### src/shared/ops_pkg.sv
// constants and types shared by the panel power and reset-state block
// assumes a single 100 MHz core clock and an APB3/APB4 register bus
`default_nettype none

package ops_pkg;

   // ****************************************************************
   // clock and timing
   // ****************************************************************
   localparam longint unsigned OPS_CLK_HZ         = 100_000_000;
   localparam longint unsigned OPS_HS_WAIT_MS     = 200;
   localparam longint unsigned OPS_DISCHARGE_MS   = 100;
   localparam int unsigned     OPS_HS_WAIT_CYC    = int'((OPS_HS_WAIT_MS * OPS_CLK_HZ) / 1000);
   localparam int unsigned     OPS_DISCHARGE_CYC  = int'((OPS_DISCHARGE_MS * OPS_CLK_HZ) / 1000);

   // ****************************************************************
   // register map, byte addresses
   // ****************************************************************
   localparam int              OPS_ADDR_W         = 12;
   localparam logic [11:0]     OPS_OFS_CTRL       = 12'h000;
   localparam logic [11:0]     OPS_OFS_CONTRAST   = 12'h004;
   localparam logic [11:0]     OPS_OFS_START      = 12'h008;
   localparam logic [11:0]     OPS_OFS_COLADDR    = 12'h00c;
   localparam logic [11:0]     OPS_OFS_STATUS     = 12'h010;
   localparam logic [11:0]     OPS_OFS_DATA       = 12'h014;

   // control register bit positions
   localparam int              OPS_CTRL_DISP_ON   = 0;
   localparam int              OPS_CTRL_MODE_480  = 1;
   localparam int              OPS_CTRL_SEG_REMAP = 2;
   localparam int              OPS_CTRL_COM_REMAP = 3;
   localparam int              OPS_CTRL_SCAN_REV  = 4;
   localparam int              OPS_CTRL_SOFT_RST  = 5;

   // status register bit positions
   localparam int              OPS_STAT_DISP_ON   = 0;
   localparam int              OPS_STAT_HS_READY  = 1;
   localparam int              OPS_STAT_DISCHRG   = 2;
   localparam int              OPS_STAT_EARLY_ON  = 3;

   // ****************************************************************
   // widths and values after reset
   // ****************************************************************
   localparam int              OPS_LINE_W         = 7;
   localparam int              OPS_COL_W          = 7;
   localparam int unsigned     OPS_COLS           = 120;
   localparam logic            OPS_RST_DISP_ON    = 1'b0;
   localparam logic            OPS_RST_MODE_480   = 1'b1;
   localparam logic            OPS_RST_SEG_REMAP  = 1'b0;
   localparam logic            OPS_RST_COM_REMAP  = 1'b0;
   localparam logic            OPS_RST_SCAN_REV   = 1'b0;
   localparam logic [7:0]      OPS_RST_CONTRAST   = 8'h7f;
   localparam logic [6:0]      OPS_RST_START      = 7'h00;
   localparam logic [6:0]      OPS_RST_COLADDR    = 7'h00;

   // ****************************************************************
   // display configuration carrier
   // ****************************************************************
   typedef struct packed {
      logic                    display_on;
      logic                    mode_480;
      logic                    seg_remap;
      logic                    com_remap;
      logic                    scan_rev;
      logic [7:0]              contrast;
      logic [OPS_LINE_W-1:0]   start_line;
      logic [OPS_COL_W-1:0]    col_addr;
   } ops_cfg_t;

   localparam ops_cfg_t OPS_CFG_RESET = '{
      display_on: OPS_RST_DISP_ON,
      mode_480:   OPS_RST_MODE_480,
      seg_remap:  OPS_RST_SEG_REMAP,
      com_remap:  OPS_RST_COM_REMAP,
      scan_rev:   OPS_RST_SCAN_REV,
      contrast:   OPS_RST_CONTRAST,
      start_line: OPS_RST_START,
      col_addr:   OPS_RST_COLADDR
   };

endpackage : ops_pkg

`default_nettype wire

### src/hw/ops_power_reset.sv
// display driver power and reset-state block: APB register file, init-pin defaults,
// supply settle and discharge timers
// assumes pins arrive asynchronous to CORE_CLK and an APB master on CORE_CLK
//
// Function
// [RULE_01] The host powers up in order: operating and io supplies, display off, init, clear, high supply, wait, display on.
// [RULE_02] The host waits 200 ms after the high display supply is stable before commanding display on.
// [RULE_03] The host powers down with display off, then high supply off, then the operating and io supplies.
// [RULE_04] The host waits 100 ms after removing the high supply before removing the operating and io supplies.
// [RULE_05] The host leaves the high supply floating when it is off and never grounds it.
// [RULE_06] While the active-low init input is low the driver initializes with the display off.
// [RULE_07] On reset the 480 by 128 display mode is selected.
// [RULE_08] On reset segment and common mapping are normal, first outputs at address zero.
// [RULE_09] On reset the display start line is memory address zero.
// [RULE_10] On reset the column address counter is zero.
// [RULE_11] On reset the common outputs scan in the normal direction.
// [RULE_12] On reset the contrast setting is 7F hex.
// [RULE_13] The host should reset the display if noise corrupts the shown window.
`default_nettype none

module ops_power_reset #(
   parameter int unsigned HS_WAIT_CYC   = ops_pkg::OPS_HS_WAIT_CYC,
   parameter int unsigned DISCHARGE_CYC = ops_pkg::OPS_DISCHARGE_CYC,
   parameter int unsigned COLS          = ops_pkg::OPS_COLS
) (
   input  wire logic                            CORE_CLK,
   input  wire logic                            RST,
   input  wire logic                            ACTIVE_LOW_INIT_INPUT_N,
   input  wire logic                            HIGH_SUPPLY_OK,
   input  wire logic                            PSEL,
   input  wire logic                            PENABLE,
   input  wire logic                            PWRITE,
   input  wire logic [ops_pkg::OPS_ADDR_W-1:0]  PADDR,
   input  wire logic [31:0]                     PWDATA,
   input  wire logic [3:0]                      PSTRB,
   output logic                                 PREADY,
   output logic [31:0]                          PRDATA,
   output logic                                 PSLVERR,
   output logic                                 DISPLAY_ON,
   output logic                                 MODE_480,
   output logic                                 SEG_REMAP,
   output logic                                 COM_REMAP,
   output logic                                 SCAN_REV,
   output logic [7:0]                           CONTRAST,
   output logic [ops_pkg::OPS_LINE_W-1:0]       START_LINE,
   output logic [ops_pkg::OPS_COL_W-1:0]        COL_ADDR
);

   if (COLS < 2 || COLS > (1 << ops_pkg::OPS_COL_W)) begin : g_cols_bad
      $error("ops_power_reset: COLS out of range for the column counter");
   end

   // ****************************************************************
   // pin synchronisers
   // ****************************************************************
   logic                  init_n_m_q;
   logic                  init_n_s_q;
   logic                  hs_m_q;
   logic                  hs_s_q;

   // pins sit at "held in init" and "no high supply" until proven otherwise
   always_ff @(posedge CORE_CLK or posedge RST) begin
      if (RST) begin
         init_n_m_q <= 1'b0;
         init_n_s_q <= 1'b0;
         hs_m_q     <= 1'b0;
         hs_s_q     <= 1'b0;
      end else begin
         init_n_m_q <= ACTIVE_LOW_INIT_INPUT_N;
         init_n_s_q <= init_n_m_q;
         hs_m_q     <= HIGH_SUPPLY_OK;
         hs_s_q     <= hs_m_q;
      end
   end

   // ****************************************************************
   // supply timers
   // ****************************************************************
   logic                  hs_ready;
   logic                  discharged;

   // [RULE_02] settle wait measured
   ops_delay_timer #(
      .CYCLES (HS_WAIT_CYC)
   ) u_hs_wait (
      .clk    (CORE_CLK),
      .rst    (RST),
      .run    (hs_s_q),
      .done_q (hs_ready)
   );

   // [RULE_04] discharge wait measured
   ops_delay_timer #(
      .CYCLES (DISCHARGE_CYC)
   ) u_discharge (
      .clk    (CORE_CLK),
      .rst    (RST),
      .run    (!hs_s_q),
      .done_q (discharged)
   );

   // ****************************************************************
   // apb decode
   // ****************************************************************
   logic                  pready_q;
   logic                  soft_rst_q;
   logic                  early_on_q;
   ops_pkg::ops_cfg_t     cfg_q;
   ops_pkg::ops_cfg_t     cfg_d;

   // one wait state: commit on the edge where the master sees PREADY
   wire  logic            acc_first = PSEL & PENABLE & ~pready_q;
   wire  logic            fire      = PSEL & PENABLE & pready_q;
   wire  logic            wr_fire   = fire & PWRITE & PSTRB[0];
   wire  logic            sel_ctrl  = (PADDR == ops_pkg::OPS_OFS_CTRL);
   wire  logic            sel_con   = (PADDR == ops_pkg::OPS_OFS_CONTRAST);
   wire  logic            sel_start = (PADDR == ops_pkg::OPS_OFS_START);
   wire  logic            sel_col   = (PADDR == ops_pkg::OPS_OFS_COLADDR);
   wire  logic            sel_stat  = (PADDR == ops_pkg::OPS_OFS_STATUS);
   wire  logic            sel_data  = (PADDR == ops_pkg::OPS_OFS_DATA);
   wire  logic            mapped    = sel_ctrl | sel_con | sel_start | sel_col | sel_stat | sel_data;
   wire  logic            wr_ctrl   = wr_fire & sel_ctrl;
   wire  logic            wr_stat   = wr_fire & sel_stat;

   // [RULE_13] software reset restores defaults
   wire  logic            init_hold = ~init_n_s_q | soft_rst_q;

   // [RULE_02] display-on request before the settle wait is flagged
   wire  logic            early_set = wr_ctrl & PWDATA[ops_pkg::OPS_CTRL_DISP_ON] & ~hs_ready;
   wire  logic            early_clr = wr_stat & PWDATA[ops_pkg::OPS_STAT_EARLY_ON];

   wire  logic [ops_pkg::OPS_COL_W-1:0] col_last = ops_pkg::OPS_COL_W'(COLS - 1);
   wire  logic [ops_pkg::OPS_COL_W-1:0] col_next =
      (cfg_q.col_addr >= col_last) ? '0 : cfg_q.col_addr + ops_pkg::OPS_COL_W'(1);

   wire  logic [31:0]     status_word = {28'h000_0000, early_on_q, discharged, hs_ready, DISPLAY_ON};
   wire  logic [31:0]     ctrl_word   = {26'h000_0000, 1'b0, cfg_q.scan_rev, cfg_q.com_remap,
                                         cfg_q.seg_remap, cfg_q.mode_480, cfg_q.display_on};
   wire  logic [31:0]     rd_word     =
      sel_ctrl  ? ctrl_word :
      sel_con   ? {24'h00_0000, cfg_q.contrast} :
      sel_start ? {25'h000_0000, cfg_q.start_line} :
      sel_col   ? {25'h000_0000, cfg_q.col_addr} :
      sel_stat  ? status_word : 32'h0000_0000;

   // ****************************************************************
   // configuration next value
   // ****************************************************************
   always_comb begin
      cfg_d = cfg_q;
      if (init_hold) begin
         // [RULE_06] [RULE_07] [RULE_08] [RULE_09] [RULE_10] [RULE_11] [RULE_12] defaults loaded
         cfg_d = ops_pkg::OPS_CFG_RESET;
      end else if (wr_fire) begin
         if (sel_ctrl) begin
            cfg_d.display_on = PWDATA[ops_pkg::OPS_CTRL_DISP_ON];
            cfg_d.mode_480   = PWDATA[ops_pkg::OPS_CTRL_MODE_480];
            cfg_d.seg_remap  = PWDATA[ops_pkg::OPS_CTRL_SEG_REMAP];
            cfg_d.com_remap  = PWDATA[ops_pkg::OPS_CTRL_COM_REMAP];
            cfg_d.scan_rev   = PWDATA[ops_pkg::OPS_CTRL_SCAN_REV];
         end
         if (sel_con) begin
            cfg_d.contrast = PWDATA[7:0];
         end
         if (sel_start) begin
            cfg_d.start_line = PWDATA[ops_pkg::OPS_LINE_W-1:0];
         end
         if (sel_col) begin
            cfg_d.col_addr = PWDATA[ops_pkg::OPS_COL_W-1:0];
         end
         // a data write advances the column counter, wrapping at the last column
         if (sel_data) begin
            cfg_d.col_addr = col_next;
         end
      end
   end

   // ****************************************************************
   // registers
   // ****************************************************************
   always_ff @(posedge CORE_CLK or posedge RST) begin
      if (RST) begin
         cfg_q <= ops_pkg::OPS_CFG_RESET;
      end else begin
         cfg_q <= cfg_d;
      end
   end

   always_ff @(posedge CORE_CLK or posedge RST) begin
      if (RST) begin
         pready_q   <= 1'b0;
         PRDATA     <= 32'h0000_0000;
         PSLVERR    <= 1'b0;
         soft_rst_q <= 1'b0;
         early_on_q <= 1'b0;
      end else begin
         pready_q   <= acc_first;
         PRDATA     <= (acc_first & ~PWRITE) ? rd_word : 32'h0000_0000;
         PSLVERR    <= acc_first & ~mapped;
         soft_rst_q <= wr_ctrl & PWDATA[ops_pkg::OPS_CTRL_SOFT_RST];
         // set wins over a clear in the same cycle
         early_on_q <= early_set | (early_on_q & ~early_clr);
      end
   end

   assign PREADY = pready_q;

   // ****************************************************************
   // panel outputs
   // ****************************************************************
   // light the panel only once the high supply has settled, so a host that ignores
   // the wait cannot stress the panel; the early request is still recorded
   wire  logic            disp_d = ~init_hold & cfg_q.display_on & hs_ready;

   always_ff @(posedge CORE_CLK or posedge RST) begin
      if (RST) begin
         // [RULE_06] display off from reset
         DISPLAY_ON <= 1'b0;
      end else begin
         DISPLAY_ON <= disp_d;
      end
   end

   assign MODE_480   = cfg_q.mode_480;
   assign SEG_REMAP  = cfg_q.seg_remap;
   assign COM_REMAP  = cfg_q.com_remap;
   assign SCAN_REV   = cfg_q.scan_rev;
   assign CONTRAST   = cfg_q.contrast;
   assign START_LINE = cfg_q.start_line;
   assign COL_ADDR   = cfg_q.col_addr;
endmodule // ops_power_reset

`default_nettype wire

### src/hw/ops_delay_timer.sv
// consecutive-cycle timer: done rises once run has been high for CYCLES cycles
// assumes run comes from logic on the same clock; a drop of run restarts it
`default_nettype none

module ops_delay_timer #(
   parameter int unsigned CYCLES = 16
) (
   input  wire logic      clk,
   input  wire logic      rst,
   input  wire logic      run,
   output logic           done_q
);

   if (CYCLES < 2) begin : g_cycles_bad
      $error("ops_delay_timer: CYCLES must be at least 2");
   end

   // ****************************************************************
   // counter
   // ****************************************************************
   logic [31:0]           cnt_q;
   logic [31:0]           cnt_d;
   logic                  done_d;
   wire  logic            at_end = (cnt_q == CYCLES - 1);

   assign cnt_d  = !run ? 32'h0000_0000 : (at_end ? cnt_q : cnt_q + 32'h0000_0001);
   assign done_d = run & (at_end | done_q);

   always_ff @(posedge clk or posedge rst) begin
      if (rst) begin
         cnt_q  <= 32'h0000_0000;
         done_q <= 1'b0;
      end else begin
         cnt_q  <= cnt_d;
         done_q <= done_d;
      end
   end

endmodule // ops_delay_timer

`default_nettype wire

### config.mk
export PLATFORM = sky130hd
export DESIGN_NAME = ops_power_reset
export DESIGN_NICKNAME = d
export VERILOG_FILES = /design/src/shared/ops_pkg.sv /design/src/hw/ops_power_reset.sv /design/src/hw/ops_delay_timer.sv
export SDC_FILE = /design/constraint.sdc
export NUM_CORES = 1
export LEC_CHECK = 0
export ABC_AREA = 1
export CAP_MARGIN = 20
export CORE_UTILIZATION = 40
export CTS_CLUSTER_SIZE = 16
export DETAILED_ROUTE_END_ITERATION = 16
export DONT_BUFFER_PORTS = 1
export GPL_TIMING_DRIVEN = 0
export PLACE_DENSITY = 0.52
export SLEW_MARGIN = 5
export SYNTH_ARGS = -nofsm -noshare
export SYNTH_HDL_FRONTEND = slang
export SYNTH_SLANG_ARGS = --single-unit
### constraint.sdc
create_clock -name CORE_CLK -period 5.7 [get_ports CORE_CLK]
set_clock_uncertainty 0.2 [all_clocks]
set_input_delay 1.14 -clock CORE_CLK [delete_from_list [all_inputs] [get_ports CORE_CLK]]
set_output_delay 1.14 -clock CORE_CLK [all_outputs]
set_load 0.02 [all_outputs]
==> results.json, run 1 <==
{
  "synth_compound_area_frac": 0.0376,
  "syn_inst": 1002,
  "grt_setup_unrepaired": "no",
  "period_share": 0.424,
  "cts_inserted_buffers": 9,
  "dp_hpwl_um": 13900,
  "finish.net_count": 1095,
  "muxShareOfSynthArea": 0,
  "worstMarginPinSlew_ps": 626,
  "detail_route.vias_per_cell": 4.79,
  "path_max_fanout": 3,
  "detail_route.wirelength_um": 18000,
  "worstSkewPairLatency_ps": 370,
  "cpMaxStageDelayCell": "sky130_fd_sc_hd__dfstp_2",
  "postLayoutCoreUtil": 0.457,
  "row_count": 47,
  "timing.slew.headroom": 0.583,
  "finalSetupViolations": 0,
  "ioPinCount": 116,
  "power-per-cell-area_nw_per_um2": 206,
  "initial_core_util": 0.415,
  "cts_hold_buf": 0,
  "outcome": "complete, no violations",
  "numPortBuffers": 0,
  "adder_cell_share_of_the_synthesized_area": 0.00540,
  "path_delay_family": "flip-flops",
  "timing.critical_path.from_type": "flip-flop",
  "fillers": 1755,
  "post-place-cells": 1246,
  "path_depth_of_the_worst_reg2reg_path": 8,
  "antenna_left": 0,
  "groute.usage.overall": 0.211,
  "die_height_um": 134,
  "cp_cell_sequence": "buf_4",
  "timing.critical_path.arrival_ps": 1080,
  "layout_commonest_cell": "sky130_fd_sc_hd__nand2_1",
  "finalWorstPathRequiredPeriod_ps": 2420,
  "number_of_stages_on_the_worst_setup_path": 1,
  "worst_setup_hold_path_clk_slew_ps": 90,
  "final_hold_slack_ps": 152,
  "cts_tree": "done",
  "insertedDiodeCount": 0,
  "mappedNetlistArea_um2": 6960,
  "vias_after_detailed_routing": 6045,
  "cp.required_ps": 4360,
  "cts_root_buffer": "sky130_fd_sc_hd__clkbuf_16",
  "pin_count_of_the_biggest_net_entering_global_routing": 87,
  "multi_input_comb_area_um2": 3410,
  "slowest_delay_ps": 570,
  "path_class": "reg -> out",
  "postCtsSetupRepairBufs": 0,
  "finish.cell_count_without_fillers": 1262,
  "ys_ff_latch": 110,
  "die_x_um": 134,
  "most_frequent_cells_in_the_layout": "302 x sky130_fd_sc_hd__nand2_1, 159 x sky130_fd_sc_hd__nor2_1, 105 x sky130_fd_sc_hd__inv_1",
  "first_global_vias": 5765,
  "fp.dieArea_um2": 17900,
  "timing.critical_path.to_type": "primary output",
  "drt-initial-drc-count": 323,
  "overflow": 0,
  "area.growth.synth_to_final_pct": 10.0,
  "postLayoutCellArea_um2": 7650,
  "post_cts_resized": 0,
  "route.detailed.wl_per_inst_um": 14.3,
  "cts_htree_levels": 3,
  "post_route_cells_drive_above_1_share": 0.141,
  "cap_violations": 0,
  "worst_hold_path.num_cells": 0,
  "core_area_um2": 16800,
  "drt_pass1_iterations": 6,
  "drv_slew": 0,
  "gp_congestion": 0.879,
  "clock.fmax_mhz": 414,
  "synth_cell_type_count": 34,
  "synth_top_family_by_area": "simple AND/OR/NAND/NOR gates",
  "hold_violations": 0,
  "post-layout-total-power_mw": 1.57,
  "drcViolationCount": 0,
  "register_area_um2": 2760,
  "grt_first_pass_wirelength_um": 29700,
  "maximum_vdd_ir_drop_mv": 0.157,
  "yosysWarningCount": 0,
  "ys_seq_area_frac": 0.397,
  "synth_area_per_cell_um2": 6.94,
  "leakagePower_nw": 3.62,
  "max-clock-path-buffers": 2,
  "clock_sink_count": 110,
  "detailed_place.area_um2": 7350,
  "grt_antenna_before_repair": 0,
  "synth_simple_gate_area_share": 0.414,
  "min_path_type": "reg -> reg",
  "critical_path.n_buffers_inverters": 1,
  "yosys.area_share.xor_xnor": 0.0201
}
## Yosys cell counts
| cell type | count | area [µm²] |
|---|---|---|
| sky130_fd_sc_hd__a21oi_1 | 14 | 70.1 |
| sky130_fd_sc_hd__a31oi_1 | 1 | 6.26 |
| sky130_fd_sc_hd__buf_2 | 3 | 15.0 |
| sky130_fd_sc_hd__buf_4 | 47 | 353 |
| sky130_fd_sc_hd__buf_6 | 3 | 33.8 |
| sky130_fd_sc_hd__clkbuf_1 | 7 | 26.3 |
| sky130_fd_sc_hd__clkinv_1 | 1 | 3.75 |
| sky130_fd_sc_hd__conb_1 | 1 | 3.75 |
| sky130_fd_sc_hd__dfrtp_1 | 102 | 2550 |
| sky130_fd_sc_hd__dfstp_2 | 8 | 210 |
| sky130_fd_sc_hd__ha_1 | 3 | 37.5 |
| sky130_fd_sc_hd__inv_1 | 106 | 398 |
| sky130_fd_sc_hd__inv_2 | 10 | 37.5 |
| sky130_fd_sc_hd__nand2_1 | 302 | 1130 |
| sky130_fd_sc_hd__nand2_2 | 11 | 68.8 |
| sky130_fd_sc_hd__nand2_4 | 1 | 11.3 |
| sky130_fd_sc_hd__nand3_1 | 80 | 400 |
| sky130_fd_sc_hd__nand3_2 | 3 | 30.0 |
| sky130_fd_sc_hd__nand3_4 | 1 | 17.5 |
| sky130_fd_sc_hd__nand4_1 | 16 | 100 |
| sky130_fd_sc_hd__nor2_1 | 159 | 597 |
| sky130_fd_sc_hd__nor2_2 | 19 | 119 |
| sky130_fd_sc_hd__nor2_4 | 7 | 78.8 |
| sky130_fd_sc_hd__nor2_8 | 2 | 40.0 |
| sky130_fd_sc_hd__nor3_1 | 29 | 145 |
| sky130_fd_sc_hd__nor3_2 | 10 | 100 |
| sky130_fd_sc_hd__nor3_4 | 1 | 16.3 |
| sky130_fd_sc_hd__o21ai_0 | 8 | 40.0 |
| sky130_fd_sc_hd__o21ai_1 | 23 | 115 |
| sky130_fd_sc_hd__o31ai_1 | 4 | 30.0 |
| sky130_fd_sc_hd__or2_1 | 1 | 6.26 |
| sky130_fd_sc_hd__or2_2 | 3 | 18.8 |
| sky130_fd_sc_hd__xnor2_1 | 4 | 35.0 |
| sky130_fd_sc_hd__xor2_1 | 12 | 105 |
## metrics by stage
| step | setup WS (ps) | TNS (ps) |
|---|---|---|
| 2_1_floorplan | 1470 | 0 |
| 3_3_place_gp | -10.2 | -321 |
| 3_5_place_dp | 3160 | 0 |
| 4_1_cts | 3270 | 0 |
| 5_1_grt | 3250 | 0 |
| 6_report | 3280 | 0 |
## power by group
group | total [mW] | switching (mW) | internal, mW | leakage [nW]
Combinational | 0.107 | 0.0749 | 0.0326 | 1.98
Clock | 0.664 | 0.348 | 0.316 | 0.151
Sequential | 0.803 | 0.0104 | 0.793 | 1.49
## state kept, by name, indices dropped and copies added (netlist names), 7 cells and up
| signal | flops |
|---|---|
| COL_ADDR | 7 |
| CONTRAST | 8 |
| PRDATA | 8 |
| START_LINE | 7 |
| u_discharge.cnt_q | 32 |
| u_hs_wait.cnt_q | 32 |
## layer usage
layer / wire length, µm / vias to the layer above / global-route usage
met4: 336 / 0 / 0.0751
met1: 8430 / 2730 / 0.283
li1: - / 3137 / -
met5: 0 / - / 0
met2: 8370 / 155 / 0.349
met3: 904 / 23 / 0.0295
## cell type report
type,instances,share of cell area
clock buffer,9,0.0294
timing repair buffer,1,0.00360
multi-input combinational,738,0.446
inverter,117,0.0580
tap,220,0.0360
buffer,60,0.0559
sequential,110,0.361
clock inverter,7,0.0103
## path summary, 6_finish.rpt
path / from / end / slack (ps)
worst max-delay path: CONTRAST[0] / CONTRAST[0] / 3280
worst min register to register: init_n_m_q / init_n_s_q / 150
worst max register to register: u_hs_wait.cnt_q[0] / u_hs_wait.cnt_q[0] / 3730
min in group asynchronous: RST / CONTRAST[7] / 360
max in group asynchronous: RST / u_discharge.cnt_q[31] / 4220
worst min-delay path: init_n_m_q / init_n_s_q / 150
## kinds of logic after synthesis
logic type      count (synthesis)
flops                         110
other cells                     1
xor+xnor                       16
compound gates                 50
buf+inv                       177
fa+ha+maj                       3
simple gates                  645
No activity file was read; power rests on OpenSTA's default activity.
==> inputs of run 2 (changes only) <==
ABC_AREA = 0   (was 1)
PLACE_DENSITY = 0.54   (was 0.52)
clock period = 1.9 ns   (was 5.7 ns; I/O delays follow)
==> results.json, run 2 <==
{
  "outcome": "finished with violations",
  "failing_checks": "negative setup slack",
  "timing.critical_path.from_type": "flip-flop",
  "synth_area_per_cell_um2": 9.53,
  "groute.usage.overall": 0.213,
  "cap_violations": 0,
  "power-per-cell-area_nw_per_um2": 557,
  "core_area_um2": 14500,
  "timing.critical_path.to_type": "flip-flop",
  "mappedNetlistArea_um2": 5940,
  "drt_pass1_iterations": 4,
  "drv_slew": 0,
  "yosysTopAreaCell": "sky130_fd_sc_hd__dfrtp_1",
  "cts_tree": "done",
  "grt_antenna_before_repair": 0,
  "worstSkewPairLatency_ps": 350,
  "finalSetupViolations": 59,
  "postSynth.asyncResetShare": 1.00,
  "fp.dieArea_um2": 15300,
  "finish.net_count": 827,
  "clock_sink_count": 110,
  "fillers": 1261,
  "postLayoutCoreUtil": 0.560,
  "drcViolationCount": 0,
  "route.detailed.wl_per_inst_um": 16.7,
  "syn_inst": 623,
  "cts_htree_levels": 3,
  "insertedDiodeCount": 0,
  "gp_congestion": 0.818,
  "min_path_type": "in -> reg",
  "postSynth.topFlopCell": "sky130_fd_sc_hd__dfrtp_1",
  "cts_inserted_buffers": 9,
  "worstMarginPinSlew_ps": 638,
  "cts_root_buffer": "sky130_fd_sc_hd__clkbuf_16",
  "antenna_left": 0,
  "pin_count_of_the_biggest_net_entering_global_routing": 38,
  "synth.most_common_cell": "sky130_fd_sc_hd__dfrtp_1",
  "vias_after_detailed_routing": 5164,
  "detail_route.vias_per_cell": 5.39,
  "ys_ff_latch": 110,
  "period_share": 1.09,
  "clock.fmax_mhz": 481,
  "power.switching_mw": 1.13,
  "intPower_mw": 3.41,
  "dp_worst_setup_slack_ps": -723,
  "layout_commonest_cell": "sky130_fd_sc_hd__buf_4",
  "ys_seq_area_frac": 0.465,
  "most_frequent_cells_in_the_layout": "119 x sky130_fd_sc_hd__buf_4, 90 x sky130_fd_sc_hd__dfrtp_1, 77 x sky130_fd_sc_hd__nor2_1",
  "die_height_um": 124,
  "max-clock-path-buffers": 2,
  "switching_power_share_of_the_total": 0.249,
  "finalWorstPathRequiredPeriod_ps": 2080,
  "clock_share_of_power": 0.393,
  "ys_top_cells_by_area": "sky130_fd_sc_hd__dfrtp_1 43%, sky130_fd_sc_hd__buf_4 5.8%, sky130_fd_sc_hd__nor2_1 5.1%",
  "post_route_cells_drive_above_1_share": 0.341,
  "regToRegSetupSlack_ps": -180,
  "synth_top_area_share": 0.430,
  "drt-initial-drc-count": 301,
  "initial_core_util": 0.409,
  "yosysWarningCount": 0,
  "timing.critical_path.arrival_ps": 2100,
  "leakagePower_nw": 3.60,
  "overflow": 0,
  "row_count": 44,
  "first_global_vias": 4932,
  "cp.required_ps": 1920,
  "dp_hpwl_um": 9820,
  "layout_setup_ws_ps": -180,
  "synth_enable_flop_cells": 0,
  "fin_setup_tns_ps": -4790,
  "path_class": "reg -> reg",
  "grt_setup_unrepaired": "yes",
  "area.growth.synth_to_final_pct": 37.2,
  "ioPinCount": 116,
  "maximum_vdd_ir_drop_mv": 0.608,
  "worst_setup_hold_path_clk_slew_ps": 70,
  "detail_route.wirelength_um": 16000,
  "path_max_fanout": 6,
  "synth_cell_type_count": 54,
  "die_x_um": 124,
  "p_seq_frac": 0.524,
  "grt_first_pass_wirelength_um": 25000,
  "combPwrFrac": 0.083,
  "numPortBuffers": 0,
  "timing.slew.headroom": 0.575,
  "synth.cells.most_frequent": "102 x sky130_fd_sc_hd__dfrtp_1, 81 x sky130_fd_sc_hd__nor2_1, 46 x sky130_fd_sc_hd__buf_4, 38 x sky130_fd_sc_hd__nand2_1, 33 x sky130_fd_sc_hd__nand3_1",
  "largest_registers": "u_discharge.cnt_q: 32 flops, u_hs_wait.cnt_q: 32 flops",
  "hold_violations": 0
}
[run 2: cell count changes after synthesis, sizes merged, moves of 9 or more]
cell	before	now
a21oi	14	25
inv	116	17
mux2i	0	30
nand2	314	38
nand3	84	34
nor2	187	82
nor3	40	24
nor4	0	16
o21ai	31	22
or3	0	13
xnor2	4	20
xor2	12	25
[run 2: cells by family after synthesis]
group	synth area share
multiplexers	0.0544
AND/OR/NAND/NOR	0.246
adder cells (fa/ha/maj)	0.00632
flip-flops	0.465
buffers and inverters	0.0843
AO/OA/AOI/OAI	0.0771
XOR/XNOR	0.0664
other	0.000632
[run 2: through the flow]
| step | instances | hold slack (ps) | area (µm²) | power [mW] |
|---|---|---|---|---|
| floorplan | 646 | 131 | 6140 | 2.63 |
| global placement | 830 | 138 | 6370 | 2.68 |
| detailed placement | 833 | 100 | 6430 | 2.70 |
| CTS | 931 | 0.892 | 7660 | 4.57 |
| global route | 958 | 13.2 | 8150 | 4.73 |
| finish | 958 | 12.9 | 8150 | 4.54 |
[run 2: layout make-up]
class,instances,area (µm²),area share
Buffer,67,457,0.0561
Clock buffer,12,236,0.0290
Clock inverter,4,31.3,0.00384
Inverter,17,67.6,0.00829
Multi-Input combinational cell,452,3330,0.409
Sequential cell,110,2780,0.341
Tap cell,184,230,0.0283
Timing Repair Buffer,111,1010,0.124
Timing Repair inverter,1,5.00,0.000614
[run 2: path summary, 6_finish.rpt]
check                      cells after the start            startpoint                     to
hold reg to reg                                0                hs_m_q                 hs_s_q
setup / recovery                               6  u_discharge.cnt_q[8]  u_discharge.cnt_q[31]
min in group asynchronous                      2                   RST   u_discharge.cnt_q[8]
setup reg to reg                               6  u_discharge.cnt_q[8]  u_discharge.cnt_q[31]
max in group asynchronous                      5                   RST            CONTRAST[5]
hold / removal                                 2             PWDATA[2]            COL_ADDR[2]
[run 2: per-layer routing]
layer	up-vias	global-route usage	part of all wire
li1	2424	-	-
met1	2540	0.277	0.44
met2	177	0.348	0.48
met3	23	0.0504	0.060
met4	0	0.0663	0.018
met5	-	0	0
[run 2: power groups by stage]
| stage | logic [mW] | registers (mW) | clock network [mW] |
|---|---|---|---|
| 2_1_floorplan | 0.215 | 2.42 | 0 |
| 3_3_place_gp | 0.261 | 2.42 | 0 |
| 3_5_place_dp | 0.281 | 2.42 | 0 |
| 4_1_cts | 0.353 | 2.37 | 1.84 |
| 5_1_grt | 0.415 | 2.38 | 1.94 |
| 6_report | 0.378 | 2.38 | 1.78 |
[run 2: worst max-delay path, cell delays in order (launching register included)]
cell and delay, ps:
sky130_fd_sc_hd__dfrtp_2 420, sky130_fd_sc_hd__nand4_1 160, sky130_fd_sc_hd__or4_1 560, sky130_fd_sc_hd__buf_6 160, sky130_fd_sc_hd__nor4_4 250, sky130_fd_sc_hd__xnor2_1 150
sky130_fd_sc_hd__nor2_1 50
[run 2: timing repair]
item                                    in CTS  in global routing
gates resized for setup                     73                 59
pin swaps                                   57                 36
setup buffers                               69                 27
hold buffers                                12                  0
endpoints found under the setup margin      90                 92
endpoints found under the hold margin       42                  0
gates cloned                                 1                  1
